===== src/core/fpio_pkg.sv =====
// constants shared by the flow pulse input / digital output channel block
package fpio_pkg;
  // register byte offsets
  localparam logic [5:0] REG_IN_CTRL  = 6'h00;
  localparam logic [5:0] REG_IN_KFAC  = 6'h04;
  localparam logic [5:0] REG_FILT1    = 6'h08;
  localparam logic [5:0] REG_FILT2    = 6'h0C;
  localparam logic [5:0] REG_TOTAL    = 6'h10;
  localparam logic [5:0] REG_RATE     = 6'h14;
  localparam logic [5:0] REG_OUT_CTRL = 6'h18;
  localparam logic [5:0] REG_OUT_KFAC = 6'h1C;
  localparam logic [5:0] REG_TIMING   = 6'h20;
  localparam logic [5:0] REG_DELAY    = 6'h24;
  localparam logic [5:0] REG_TBASE    = 6'h28;
  localparam logic [5:0] REG_STATUS   = 6'h2C;
  // control field positions (both channels share bits 0..2)
  localparam int CTL_ACT   = 0;
  localparam int CTL_NC    = 1;
  localparam int CTL_KMODE = 2;
  localparam int OC_MODE   = 3;
  localparam int OC_STRM   = 6;
  localparam int OC_QTY    = 10;
  localparam int OC_EVT    = 12;
  localparam int OC_SEL    = 15;
  localparam int OC_W      = 18;
  // reset values
  localparam logic [OC_W-1:0] RST_CTRL = 18'h00000;
  localparam logic [15:0] RST_KFAC = 16'h0001;
  localparam logic [7:0]  RST_TICKS = 8'h01;
  // output modes
  typedef enum logic [2:0] {
    MD_PULSE = 3'b000, MD_RATE = 3'b001, MD_FAULT = 3'b010, MD_AI = 3'b011,
    MD_DI = 3'b100, MD_COMMON = 3'b101, MD_TBASE = 3'b110, MD_BATCH = 3'b111
  } fpio_mode_t;
  // stream quantity and rate event selections
  localparam logic [1:0] QTY_BASE = 2'h0;
  localparam logic [1:0] QTY_LINE = 2'h1;
  localparam logic [1:0] QTY_MASS = 2'h2;
  localparam logic [2:0] EVT_LO   = 3'h1;
  localparam logic [2:0] EVT_HI   = 3'h2;
  localparam logic [2:0] EVT_LOLO = 3'h3;
  localparam logic [2:0] EVT_HIHI = 3'h4;
  // timing
  localparam int unsigned CLK_HZ  = 10_000_000;
  localparam int unsigned TICK_MS = 10;
  localparam int unsigned CALC_MS = 500;
  localparam int unsigned SEC_MS  = 1000;
  localparam int unsigned TICK_CYC = CLK_HZ / 1000 * TICK_MS;
  localparam int unsigned CALC_CYC = CLK_HZ / 1000 * CALC_MS;
  localparam int unsigned SEC_CYC  = CLK_HZ / 1000 * SEC_MS;
  localparam int RATE_FRAC = 8;
endpackage


===== src/core/fpio_channels.sv =====
// pulse input totalizer/rate filter and multi-mode digital output channel
// Notes on behaviour
// - input total scaled by K-factor, either sense
// - rate from 500 ms windows is filtered
// - zero filter constant passes rate unfiltered
// - two constants, fraction between zero and one
// - pulse count follows selected stream total
// - output bound to one stream 1..12
// - quantity: base, line volume, mass, energy
// - output K-factor pulses/unit or units/pulse
// - pulse high for length times 10 ms
// - gap low at least gap times 10 ms
// - rate alarm on selected limit event
// - fault alarm follows stream fault state
// - analogue alarm on selected limit flag
// - digital alarm follows selected input alarm
// - common alarm follows general process alarm
// - time base emits periodic pulses
// - batch mode follows stream batching control
//
// Our own choices: the address-and-strobe port and the register addresses.
module fpio_channels
  import fpio_pkg::*;
#(
  parameter int unsigned TICK_CYCLES = TICK_CYC,
  parameter int unsigned CALC_CYCLES = CALC_CYC,
  parameter int unsigned SEC_CYCLES  = SEC_CYC
)(
  // clock and reset
  input  wire logic        ref_clk,
  input  wire logic        rst,
  // register port
  input  wire logic [5:0]  reg_addr,
  input  wire logic [31:0] reg_wdata,
  input  wire logic        reg_wr,
  input  wire logic        reg_rd,
  output logic      [31:0] reg_rdata_q,
  // field inputs
  input  wire logic        pulse_contact,
  input  wire logic [11:0] base_volume_tick,
  input  wire logic [11:0] line_volume_tick,
  input  wire logic [11:0] mass_tick,
  input  wire logic [11:0] energy_total_tick,
  input  wire logic [11:0] rate_lo,
  input  wire logic [11:0] rate_hi,
  input  wire logic [11:0] rate_lolo,
  input  wire logic [11:0] rate_hihi,
  input  wire logic [11:0] stream_fault_alarm,
  input  wire logic [11:0] batch_load,
  input  wire logic [23:0] ai_flags,
  input  wire logic [7:0]  di_alarm,
  input  wire logic        common_alarm,
  // contact output
  output logic             out_pin_q
);
  typedef enum logic [1:0] {P_IDLE = 2'b00, P_HIGH = 2'b01, P_GAP = 2'b10} fpio_pst_t;

  // pick the bit of a stream vector; numbers outside 1..12 select nothing
  function automatic logic strm_bit(input logic [11:0] v, input logic [3:0] n);
    strm_bit = (n >= 4'h1 && n <= 4'hC) ? v[n - 4'h1] : 1'b0;
  endfunction

  // first order low pass step, constant k is a 16-bit fraction
  function automatic logic signed [31:0] filt(input logic signed [31:0] prev,
                                              input logic signed [31:0] raw,
                                              input logic [15:0] k);
    logic signed [47:0] p;
    p = 48'(raw - prev) * 48'($signed({1'b0, k}));
    filt = (k == 16'h0000) ? raw : prev + 32'(p >>> 16);
  endfunction

  logic [2:0]       in_ctrl_q;
  logic [15:0]      in_kfac_q, filt1_q, filt2_q, out_kfac_q;
  logic [OC_W-1:0]  out_ctrl_q;
  logic [7:0]       len_q, gap_q, delay_q, tb_per_q, tb_len_q;

  // register writes
  always_ff @(posedge ref_clk)
  begin
    if (rst)
    begin
      in_ctrl_q  <= RST_CTRL[2:0];
      in_kfac_q  <= RST_KFAC;
      filt1_q    <= 16'h0000;
      filt2_q    <= 16'h0000;
      out_ctrl_q <= RST_CTRL;
      out_kfac_q <= RST_KFAC;
      len_q      <= RST_TICKS;
      gap_q      <= RST_TICKS;
      delay_q    <= 8'h00;
      tb_per_q   <= 8'h00;
      tb_len_q   <= 8'h00;
    end
    else if (reg_wr)
    begin
      case (reg_addr)
        REG_IN_CTRL:  in_ctrl_q  <= reg_wdata[2:0];
        REG_IN_KFAC:  in_kfac_q  <= reg_wdata[15:0];
        REG_FILT1:    filt1_q    <= reg_wdata[15:0];
        REG_FILT2:    filt2_q    <= reg_wdata[15:0];
        REG_OUT_CTRL: out_ctrl_q <= reg_wdata[OC_W-1:0];
        REG_OUT_KFAC: out_kfac_q <= reg_wdata[15:0];
        REG_TIMING:
        begin
          len_q <= reg_wdata[7:0];
          gap_q <= reg_wdata[15:8];
        end
        REG_DELAY:    delay_q    <= reg_wdata[7:0];
        REG_TBASE:
        begin
          tb_per_q <= reg_wdata[7:0];
          tb_len_q <= reg_wdata[15:8];
        end
        default:      ;
      endcase
    end
  end

  // field decode
  logic       in_act, in_nc, out_act, out_nc, out_kmode;
  fpio_mode_t mode;
  logic [3:0] strm;
  logic [1:0] qty;
  logic [2:0] evt, sel;
  assign in_act    = in_ctrl_q[CTL_ACT];
  assign in_nc     = in_ctrl_q[CTL_NC];
  assign out_act   = out_ctrl_q[CTL_ACT];
  assign out_nc    = out_ctrl_q[CTL_NC];
  assign out_kmode = out_ctrl_q[CTL_KMODE];
  assign mode      = fpio_mode_t'(out_ctrl_q[OC_MODE +: 3]);
  assign strm      = out_ctrl_q[OC_STRM +: 4];
  assign qty       = out_ctrl_q[OC_QTY +: 2];
  assign evt       = out_ctrl_q[OC_EVT +: 3];
  assign sel       = out_ctrl_q[OC_SEL +: 3];

  // shared timebases: 500 ms calculation cycle and 1 s
  logic [31:0] calc_cnt_q, sec_cnt_q;
  logic        calc_stb, sec_stb;
  assign calc_stb = (calc_cnt_q == CALC_CYCLES - 1);
  assign sec_stb  = (sec_cnt_q == SEC_CYCLES - 1);
  always_ff @(posedge ref_clk)
  begin
    if (rst || calc_stb) calc_cnt_q <= 32'h0;
    else calc_cnt_q <= calc_cnt_q + 32'h1;
    if (rst || sec_stb) sec_cnt_q <= 32'h0;
    else sec_cnt_q <= sec_cnt_q + 32'h1;
  end

  // input contact edge detect with contact sense
  logic in_lvl, in_prev_q, in_edge;
  assign in_lvl  = pulse_contact ^ in_nc;
  assign in_edge = in_act && in_lvl && !in_prev_q;
  always_ff @(posedge ref_clk)
  begin
    if (rst) in_prev_q <= 1'b0;
    else in_prev_q <= in_lvl;
  end

  // totalizer: pulses per unit divides, units per pulse multiplies
  logic [15:0] div_q;
  logic [31:0] inc, total_q, win_q;
  logic        div_wrap;
  assign div_wrap = (div_q + 16'h1 >= in_kfac_q);
  always_comb
  begin
    inc = 32'h0;
    if (in_edge)
      inc = in_ctrl_q[CTL_KMODE] ? {16'h0, in_kfac_q} : {31'h0, div_wrap};
  end
  always_ff @(posedge ref_clk)
  begin
    if (rst)
    begin
      div_q   <= 16'h0;
      total_q <= 32'h0;
      win_q   <= 32'h0;
    end
    else
    begin
      if (in_edge && !in_ctrl_q[CTL_KMODE]) div_q <= div_wrap ? 16'h0 : div_q + 16'h1;
      total_q <= total_q + inc;
      win_q   <= calc_stb ? inc : win_q + inc;
    end
  end

  // two cascaded filter stages updated each calculation cycle
  logic signed [31:0] raw, rate1_q, rate2_q, rate1_d;
  assign raw     = $signed(win_q << RATE_FRAC);
  assign rate1_d = filt(rate1_q, raw, filt1_q);
  always_ff @(posedge ref_clk)
  begin
    if (rst)
    begin
      rate1_q <= 32'sh0;
      rate2_q <= 32'sh0;
    end
    else if (calc_stb)
    begin
      rate1_q <= rate1_d;
      rate2_q <= filt(rate2_q, rate1_d, filt2_q);
    end
  end

  // selected stream quantity increment
  logic unit_tick;
  always_comb
  begin
    case (qty)
      QTY_BASE: unit_tick = strm_bit(base_volume_tick, strm);
      QTY_LINE: unit_tick = strm_bit(line_volume_tick, strm);
      QTY_MASS: unit_tick = strm_bit(mass_tick, strm);
      default:  unit_tick = strm_bit(energy_total_tick, strm);
    endcase
  end

  // pending output pulses from stream increments
  fpio_pst_t   pst_q;
  logic [31:0] pend_q, add, dur_q, len_cyc, gap_cyc;
  logic [15:0] odiv_q;
  logic        pulse_on, start, odiv_wrap;
  assign pulse_on  = out_act && (mode == MD_PULSE);
  assign odiv_wrap = (odiv_q + 16'h1 >= out_kfac_q);
  assign start     = pulse_on && (pst_q == P_IDLE) && (pend_q != 32'h0);
  always_comb
  begin
    add = 32'h0;
    if (pulse_on && unit_tick)
      add = out_kmode ? {31'h0, odiv_wrap} : {16'h0, out_kfac_q};
  end
  always_ff @(posedge ref_clk)
  begin
    if (rst || !pulse_on)
    begin
      pend_q <= 32'h0;
      odiv_q <= 16'h0;
    end
    else
    begin
      pend_q <= pend_q + add - {31'h0, start};
      if (unit_tick && out_kmode) odiv_q <= odiv_wrap ? 16'h0 : odiv_q + 16'h1;
    end
  end

  // pulse length and gap timing; zero counts act as one tick
  assign len_cyc = ((len_q == 8'h0) ? 32'h1 : {24'h0, len_q}) * TICK_CYCLES;
  assign gap_cyc = ((gap_q == 8'h0) ? 32'h1 : {24'h0, gap_q}) * TICK_CYCLES;
  always_ff @(posedge ref_clk)
  begin
    if (rst || !pulse_on)
    begin
      pst_q <= P_IDLE;
      dur_q <= 32'h0;
    end
    else
    begin
      case (pst_q)
        P_IDLE:
        begin
          dur_q <= 32'h0;
          if (start) pst_q <= P_HIGH;
        end
        P_HIGH:
        begin
          // compare with >= so a length shortened mid-pulse cannot run the counter away
          dur_q <= (dur_q >= len_cyc - 1) ? 32'h0 : dur_q + 32'h1;
          if (dur_q >= len_cyc - 1) pst_q <= P_GAP;
        end
        P_GAP:
        begin
          dur_q <= dur_q + 32'h1;
          if (dur_q >= gap_cyc - 1) pst_q <= P_IDLE;
        end
        default: pst_q <= P_IDLE;
      endcase
    end
  end

  // alarm source selection
  logic cond;
  always_comb
  begin
    case (mode)
      MD_RATE:
        case (evt)
          EVT_LO:   cond = strm_bit(rate_lo, strm);
          EVT_HI:   cond = strm_bit(rate_hi, strm);
          EVT_LOLO: cond = strm_bit(rate_lolo, strm);
          EVT_HIHI: cond = strm_bit(rate_hihi, strm);
          default:  cond = 1'b0;
        endcase
      MD_FAULT:  cond = strm_bit(stream_fault_alarm, strm);
      MD_AI:     cond = (evt < 3'h6) && ai_flags[{3'h0, sel[1:0]} * 5'h06 + {2'h0, evt}];
      MD_DI:     cond = di_alarm[sel];
      MD_COMMON: cond = common_alarm;
      default:   cond = 1'b0;
    endcase
  end

  // persistence delay in whole seconds and time base second counter
  logic [7:0] al_sec_q, tb_sec_q;
  logic       al_on;
  assign al_on = cond && (delay_q == 8'h0 || al_sec_q >= delay_q);
  always_ff @(posedge ref_clk)
  begin
    if (rst || !cond) al_sec_q <= 8'h0;
    else if (sec_stb && al_sec_q != 8'hFF) al_sec_q <= al_sec_q + 8'h1;
  end
  always_ff @(posedge ref_clk)
  begin
    if (rst || mode != MD_TBASE) tb_sec_q <= 8'h0;
    else if (sec_stb) tb_sec_q <= (tb_sec_q + 8'h1 >= tb_per_q) ? 8'h0 : tb_sec_q + 8'h1;
  end

  // logical output level per mode, then contact sense
  logic lvl;
  always_comb
  begin
    case (mode)
      MD_PULSE: lvl = (pst_q == P_HIGH);
      MD_TBASE: lvl = (tb_per_q != 8'h0) && (tb_sec_q < tb_len_q);
      MD_BATCH: lvl = strm_bit(batch_load, strm);
      default:  lvl = al_on;
    endcase
  end
  always_ff @(posedge ref_clk)
  begin
    if (rst) out_pin_q <= 1'b0;
    else out_pin_q <= out_act ? (lvl ^ out_nc) : out_nc;
  end

  // register reads, data one cycle after the strobe
  always_ff @(posedge ref_clk)
  begin
    if (rst || !reg_rd) reg_rdata_q <= 32'h0;
    else
      case (reg_addr)
        REG_IN_CTRL:  reg_rdata_q <= {29'h0, in_ctrl_q};
        REG_IN_KFAC:  reg_rdata_q <= {16'h0, in_kfac_q};
        REG_FILT1:    reg_rdata_q <= {16'h0, filt1_q};
        REG_FILT2:    reg_rdata_q <= {16'h0, filt2_q};
        REG_TOTAL:    reg_rdata_q <= total_q;
        REG_RATE:     reg_rdata_q <= rate2_q;
        REG_OUT_CTRL: reg_rdata_q <= {14'h0, out_ctrl_q};
        REG_OUT_KFAC: reg_rdata_q <= {16'h0, out_kfac_q};
        REG_TIMING:   reg_rdata_q <= {16'h0, gap_q, len_q};
        REG_DELAY:    reg_rdata_q <= {24'h0, delay_q};
        REG_TBASE:    reg_rdata_q <= {16'h0, tb_len_q, tb_per_q};
        REG_STATUS:   reg_rdata_q <= {pend_q[15:0], 12'h0, al_on, lvl, pst_q};
        default:      reg_rdata_q <= 32'h0;
      endcase
  end

  // checks
  property p_idle_pin;
    @(posedge ref_clk) disable iff (rst) !out_act |=> (out_pin_q == $past(out_nc));
  endproperty
  a_idle_pin: assert property (p_idle_pin) else $error("inactive output not deasserted");
  property p_len;
    @(posedge ref_clk) disable iff (rst) (pst_q == P_HIGH && pulse_on) |-> (dur_q < len_cyc);
  endproperty
  a_len: assert property (p_len) else $error("pulse longer than length");
  property p_gap;
    @(posedge ref_clk) disable iff (rst)
      (pst_q == P_GAP && pulse_on && dur_q < gap_cyc - 1) |=> (pst_q == P_GAP || !$past(pulse_on));
  endproperty
  a_gap: assert property (p_gap) else $error("gap ended early");
  property p_bypass;
    @(posedge ref_clk) disable iff (rst) (calc_stb && filt1_q == 16'h0) |=> (rate1_q == $past(raw));
  endproperty
  a_bypass: assert property (p_bypass) else $error("zero constant did not bypass");
  property p_upp;
    @(posedge ref_clk) disable iff (rst)
      (in_edge && in_ctrl_q[CTL_KMODE]) |=> (total_q == $past(total_q) + {16'h0, $past(in_kfac_q)});
  endproperty
  a_upp: assert property (p_upp) else $error("total not scaled by K-factor");
  property p_pend;
    @(posedge ref_clk) disable iff (rst)
      (pulse_on && unit_tick && !out_kmode && !start) ##1 pulse_on
        |-> (pend_q == $past(pend_q) + {16'h0, $past(out_kfac_q)});
  endproperty
  a_pend: assert property (p_pend) else $error("pending pulses not increased");
  property p_fault_now;
    @(posedge ref_clk) disable iff (rst)
      (out_act && !out_nc && mode == MD_FAULT && delay_q == 8'h0 && cond) |=> out_pin_q;
  endproperty
  a_fault_now: assert property (p_fault_now) else $error("zero delay alarm not immediate");
  property p_in_idle;
    @(posedge ref_clk) disable iff (rst) !in_act |=> (total_q == $past(total_q));
  endproperty
  a_in_idle: assert property (p_in_idle) else $error("inactive input counted");
endmodule


===== config.mk =====
export PLATFORM = sky130hd
export DESIGN_NAME = fpio_channels
export DESIGN_NICKNAME = d
export VERILOG_FILES = /design/src/core/fpio_pkg.sv /design/src/core/fpio_channels.sv
export SDC_FILE = /design/constraint.sdc
export NUM_CORES = 2
export LEC_CHECK = 0
export ABC_AREA = 0
export BUFFER_PORTS_ARGS = -buffer_cell sky130_fd_sc_hd__buf_4
export CORE_MARGIN = 5
export CORE_UTILIZATION = 55
export CTS_BUF_LIST = sky130_fd_sc_hd__clkbuf_8 sky130_fd_sc_hd__clkbuf_16
export CTS_CLUSTER_DIAMETER = 30
export CTS_CLUSTER_SIZE = 25
export DETAILED_ROUTE_END_ITERATION = 8
export GPL_TIMING_DRIVEN = 0
export PLACE_DENSITY_LB_ADDON = 0.1
export SLEW_MARGIN = 20
export SYNTH_ARGS = -nofsm -noshare
export SYNTH_HDL_FRONTEND = slang
export SYNTH_SLANG_ARGS = --single-unit

===== constraint.sdc =====
create_clock -name ref_clk -period 32.1 [get_ports ref_clk]
set_clock_uncertainty 0.15 [all_clocks]
set_input_delay 4.815 -clock ref_clk [delete_from_list [all_inputs] [get_ports ref_clk]]
set_output_delay 4.815 -clock ref_clk [all_outputs]
set_load 0.005 [all_outputs]

==> summary.md <==
| Metric | Value |
|---|---|
| Status | finished clean |
| Synth warnings | 0 |
| Wire per inst | 21.9 um |
| CTS max path bufs | 3 |
| DRT Wirelength | 230000 um |
| Top-area cell type share of the netlist area | 0.287 |
| Syn Nets | 10300 |
| Synthesized area | 70400 sq um |
| GRT Util Overall | 0.340 |
| Post-synthesis compound-gate area fraction | 0.109 |
| Post-CTS Hold Buffers | 0 |
| # setup viols final | 0 |
| Power Dens Cells | 24.9 nW/um^2 |
| Worst slew margin | 0.111 |
| Static leakage | 36.5 nW |
| Hold wc startpoint | calc_cnt_q[0]$_SDFF_PP0_ |
| Root Driver | clkbuf_16 |
| Vias per std cell | 5.70 |
| Core footprint | 127000 sq um |
| Commonest non-fill, non-tap cell in the layout | inv_1 |
| Critical path peak fanout | 10 |
| Routability cong. | 1.04 |
| Die Height | 368 um |
| Synth Area in Simple Gates | 0.184 |
| Starting Density | 0.553 |
| Async set or reset register ratio after synthesis | 0 |
| Hold path cells | 1 |
| Most frequent cells in the layout | 1552 x inv_1, 1107 x nand2_1, 1009 x fa_1 |
| Largest net degree at the start of global routing | 23 |
| Max-cap violations | 0 |
| Period Utilization, post-route | 0.744 |
| End of the worst register-to-register path | rate2_q[30]$_SDFFE_PP0P_ |
| CP Data Required Time | 32.59 ns |
| R2r setup slk | 8.22 ns |
| Clock transition at path regs | 0.05 ns |
| EDFF count, synth | 0 |
| Synth cell types | 82 |
| #FFs+latches synth | 457 |
| Total gr overflow | 0 |
| CP Class | reg -> reg |
| Worst path most repeated cell | fa_1 |
| Die ar. | 135000 sq um |
| DRC Markers | 0 |
| Die W | 368 um |
| Iter 0 DRT Violations | 4675 |
| Crit-path slowest cell | xnor2_1 |
| Reg2reg path depth | 85 |
| CTS buffer count | 115 |
| H-tree levels | 3 |
| Syn avg cell area | 8.33 sq um |
| Largest family of logic cells by synthesized area | adder cells |
| Port buffer count | 204 |
| Number of global-route vias before repair | 61300 |
| Via Count | 60100 |
| Synth area leader | fa_1 |
| Layout cell share with drive strength beyond 1 | 0.0578 |
| Final ANT Viol Nets | 0 |
| Final core occ | 0.614 |
| Slowest stage delay, CP | 0.78 ns |
| Post_cts resized | 0 |
| Post-CTS Setup Bufs | 0 |
| Minimum clock period | 23.88 ns |
| Row count | 131 |
| Ys flop type | dfxtp_1 |
| Worst-Margin Slew | 1.33 ns |
| Adder-cell share of the synthesized area | 0.405 |
| Crit. Startpoint | rate1_q[0]$_SDFFE_PP0P_ |
| Crit-path leading delay family | adder cells |
| Setup TNS Final | 0 ns |
| I/O pin count | 229 |
| CTS tree | yes |
| RSZ-0062 raised after global routing | false |
| Clk_lat worst skew | 0.75 ns |
| Cells after Synth | 8448 |
| HP Class | reg -> reg |
| WHS Endpoint | calc_cnt_q[0]$_SDFF_PP0_ |
| Crit path buf inv count | 12 |
| Post-synthesis mux area share | 0.0158 |
| DP HPWL | 189000 um |
| Pwr Total | 0.00194 W |
| Area Overhead vs Synth | 11.2% |
| Worst Path Arrival | 24.37 ns |
| DRT Pass-1 Iters | 7 |
| Seq/Total Area, Yosys | 0.130 |
| NumNets Final | 10600 |
| Max Fclk | 41.9 MHz |
| # clock sinks | 457 |
| VDD IR max | 0.0573 mV |
| First-pass GRT wire length | 355000 um |
| Max-slew violations | 0 |
| Crit end category | flip-flop |
| Critical R2R Launch | rate1_q[0]$_SDFFE_PP0P_ |
| Antenna violations before repair | 14 |
| Synth Area in XOR/XNOR | 0.0541 |
| Count of final hold-check violations | 0 |
| Main area contributors after synthesis | fa_1 29%, dfxtp_1 13%, ha_1 12% |
| Startpoint Class | flip-flop |
## routing by layer
layer	part of all wire	global-route usage	wire (um)
met1	0.39	0.427	90700
met2	0.46	0.552	105000
met3	0.091	0.0790	20900
met4	0.057	0.168	13200
met5	0.00073	0.00677	168
## per-stage QoR
step	worst slack, ns	hold WS [ns]	std cells	cell area (sq um)
after global placement	8.72	0.290	10300	74000
final	8.22	0.302	10500	78200
after global routing	7.10	0.325	10500	78200
after detailed placement	8.68	0.297	10300	74000
after CTS	8.65	0.308	10500	78200
after floorplan	13.18	0.276	8448	70400
## report_power, final
| part | internal, W | leakage (nW) | switching, W |
|---|---|---|---|
| sequential | 0.000570 | 3.68 | 0.00000179 |
| combinational | 0.0000450 | 30.9 | 0.000109 |
| clock | 0.000800 | 1.99 | 0.000418 |
## synthesized netlist by cell type, drive strengths merged, types with 25 or more instances
cell and n:
mux4 40, a22o 37, a31oi 36, clkbuf 346
nor3 80, dfxtp 457, or3 36, xor2 166
o21a 31, nor2b 87, a21oi 421, o21ai 206
and3 90, nand4 56, nand3 131, nor2 470
a21o 147, nand2b 74, a221oi 25, nor4 36
nand2 1107, and2 467, fa 1009, a211oi 85
nand3b 27, xnor2 269, a22oi 39, o21bai 33
inv 1544, ha 663
## worst reg2reg max path: cells and delay by family (launching register included)
kind / cells / cell delay [ns]
AOI/OAI and AO/OA: 32 / 7.62
buffers and inverters: 12 / 2.27
adders and majority gates: 18 / 7.85
DFF: 1 / 0.31
xor gates and xnor gates: 6 / 2.06
and+or+nand+nor: 17 / 3.60
## worst max-delay path by stage
stage	end	slack [ns]	cells past startpoint
finish	rate2_q[30]$_SDFFE_PP0P_	8.22	85
global route	rate2_q[30]$_SDFFE_PP0P_	7.10	87
CTS	rate2_q[30]$_SDFFE_PP0P_	8.65	85
detailed placement	rate2_q[30]$_SDFFE_PP0P_	8.68	85
global placement	rate2_q[30]$_SDFFE_PP0P_	8.72	85
floorplan	rate2_q[30]$_SDFFE_PP0P_	13.18	90
## area by class of cell
| class | instances | area (sq um) |
|---|---|---|
| inverter | 1544 | 5800 |
| multi-input combinational | 6086 | 54000 |
| fill | 11400 | 49100 |
| sequential | 457 | 9150 |
| tap | 1662 | 2080 |
| buffer | 361 | 1410 |
| clock inverter | 93 | 1150 |
| timing repair buffer | 205 | 1540 |
| antenna | 13 | 32.5 |
| clock buffer | 125 | 3020 |
## logic make-up after synthesis
kind of cell	after synthesis
adder cells (fa/ha/maj)	1672
AO/OA/AOI/OAI	1197
AND/OR/NAND/NOR	2721
multiplexers	61
flip-flops	457
buffers and inverters	1905
XOR/XNOR	435
## registers in the layout (all words and copies together), names as in the netlist, 32 cells and up
name         flops
total_q         32
dur_q           32
reg_rdata_q     32
pend_q          32
sec_cnt_q       32
rate2_q         32
calc_cnt_q      32
rate1_q         32
Power figures use the tool's default switching activity.
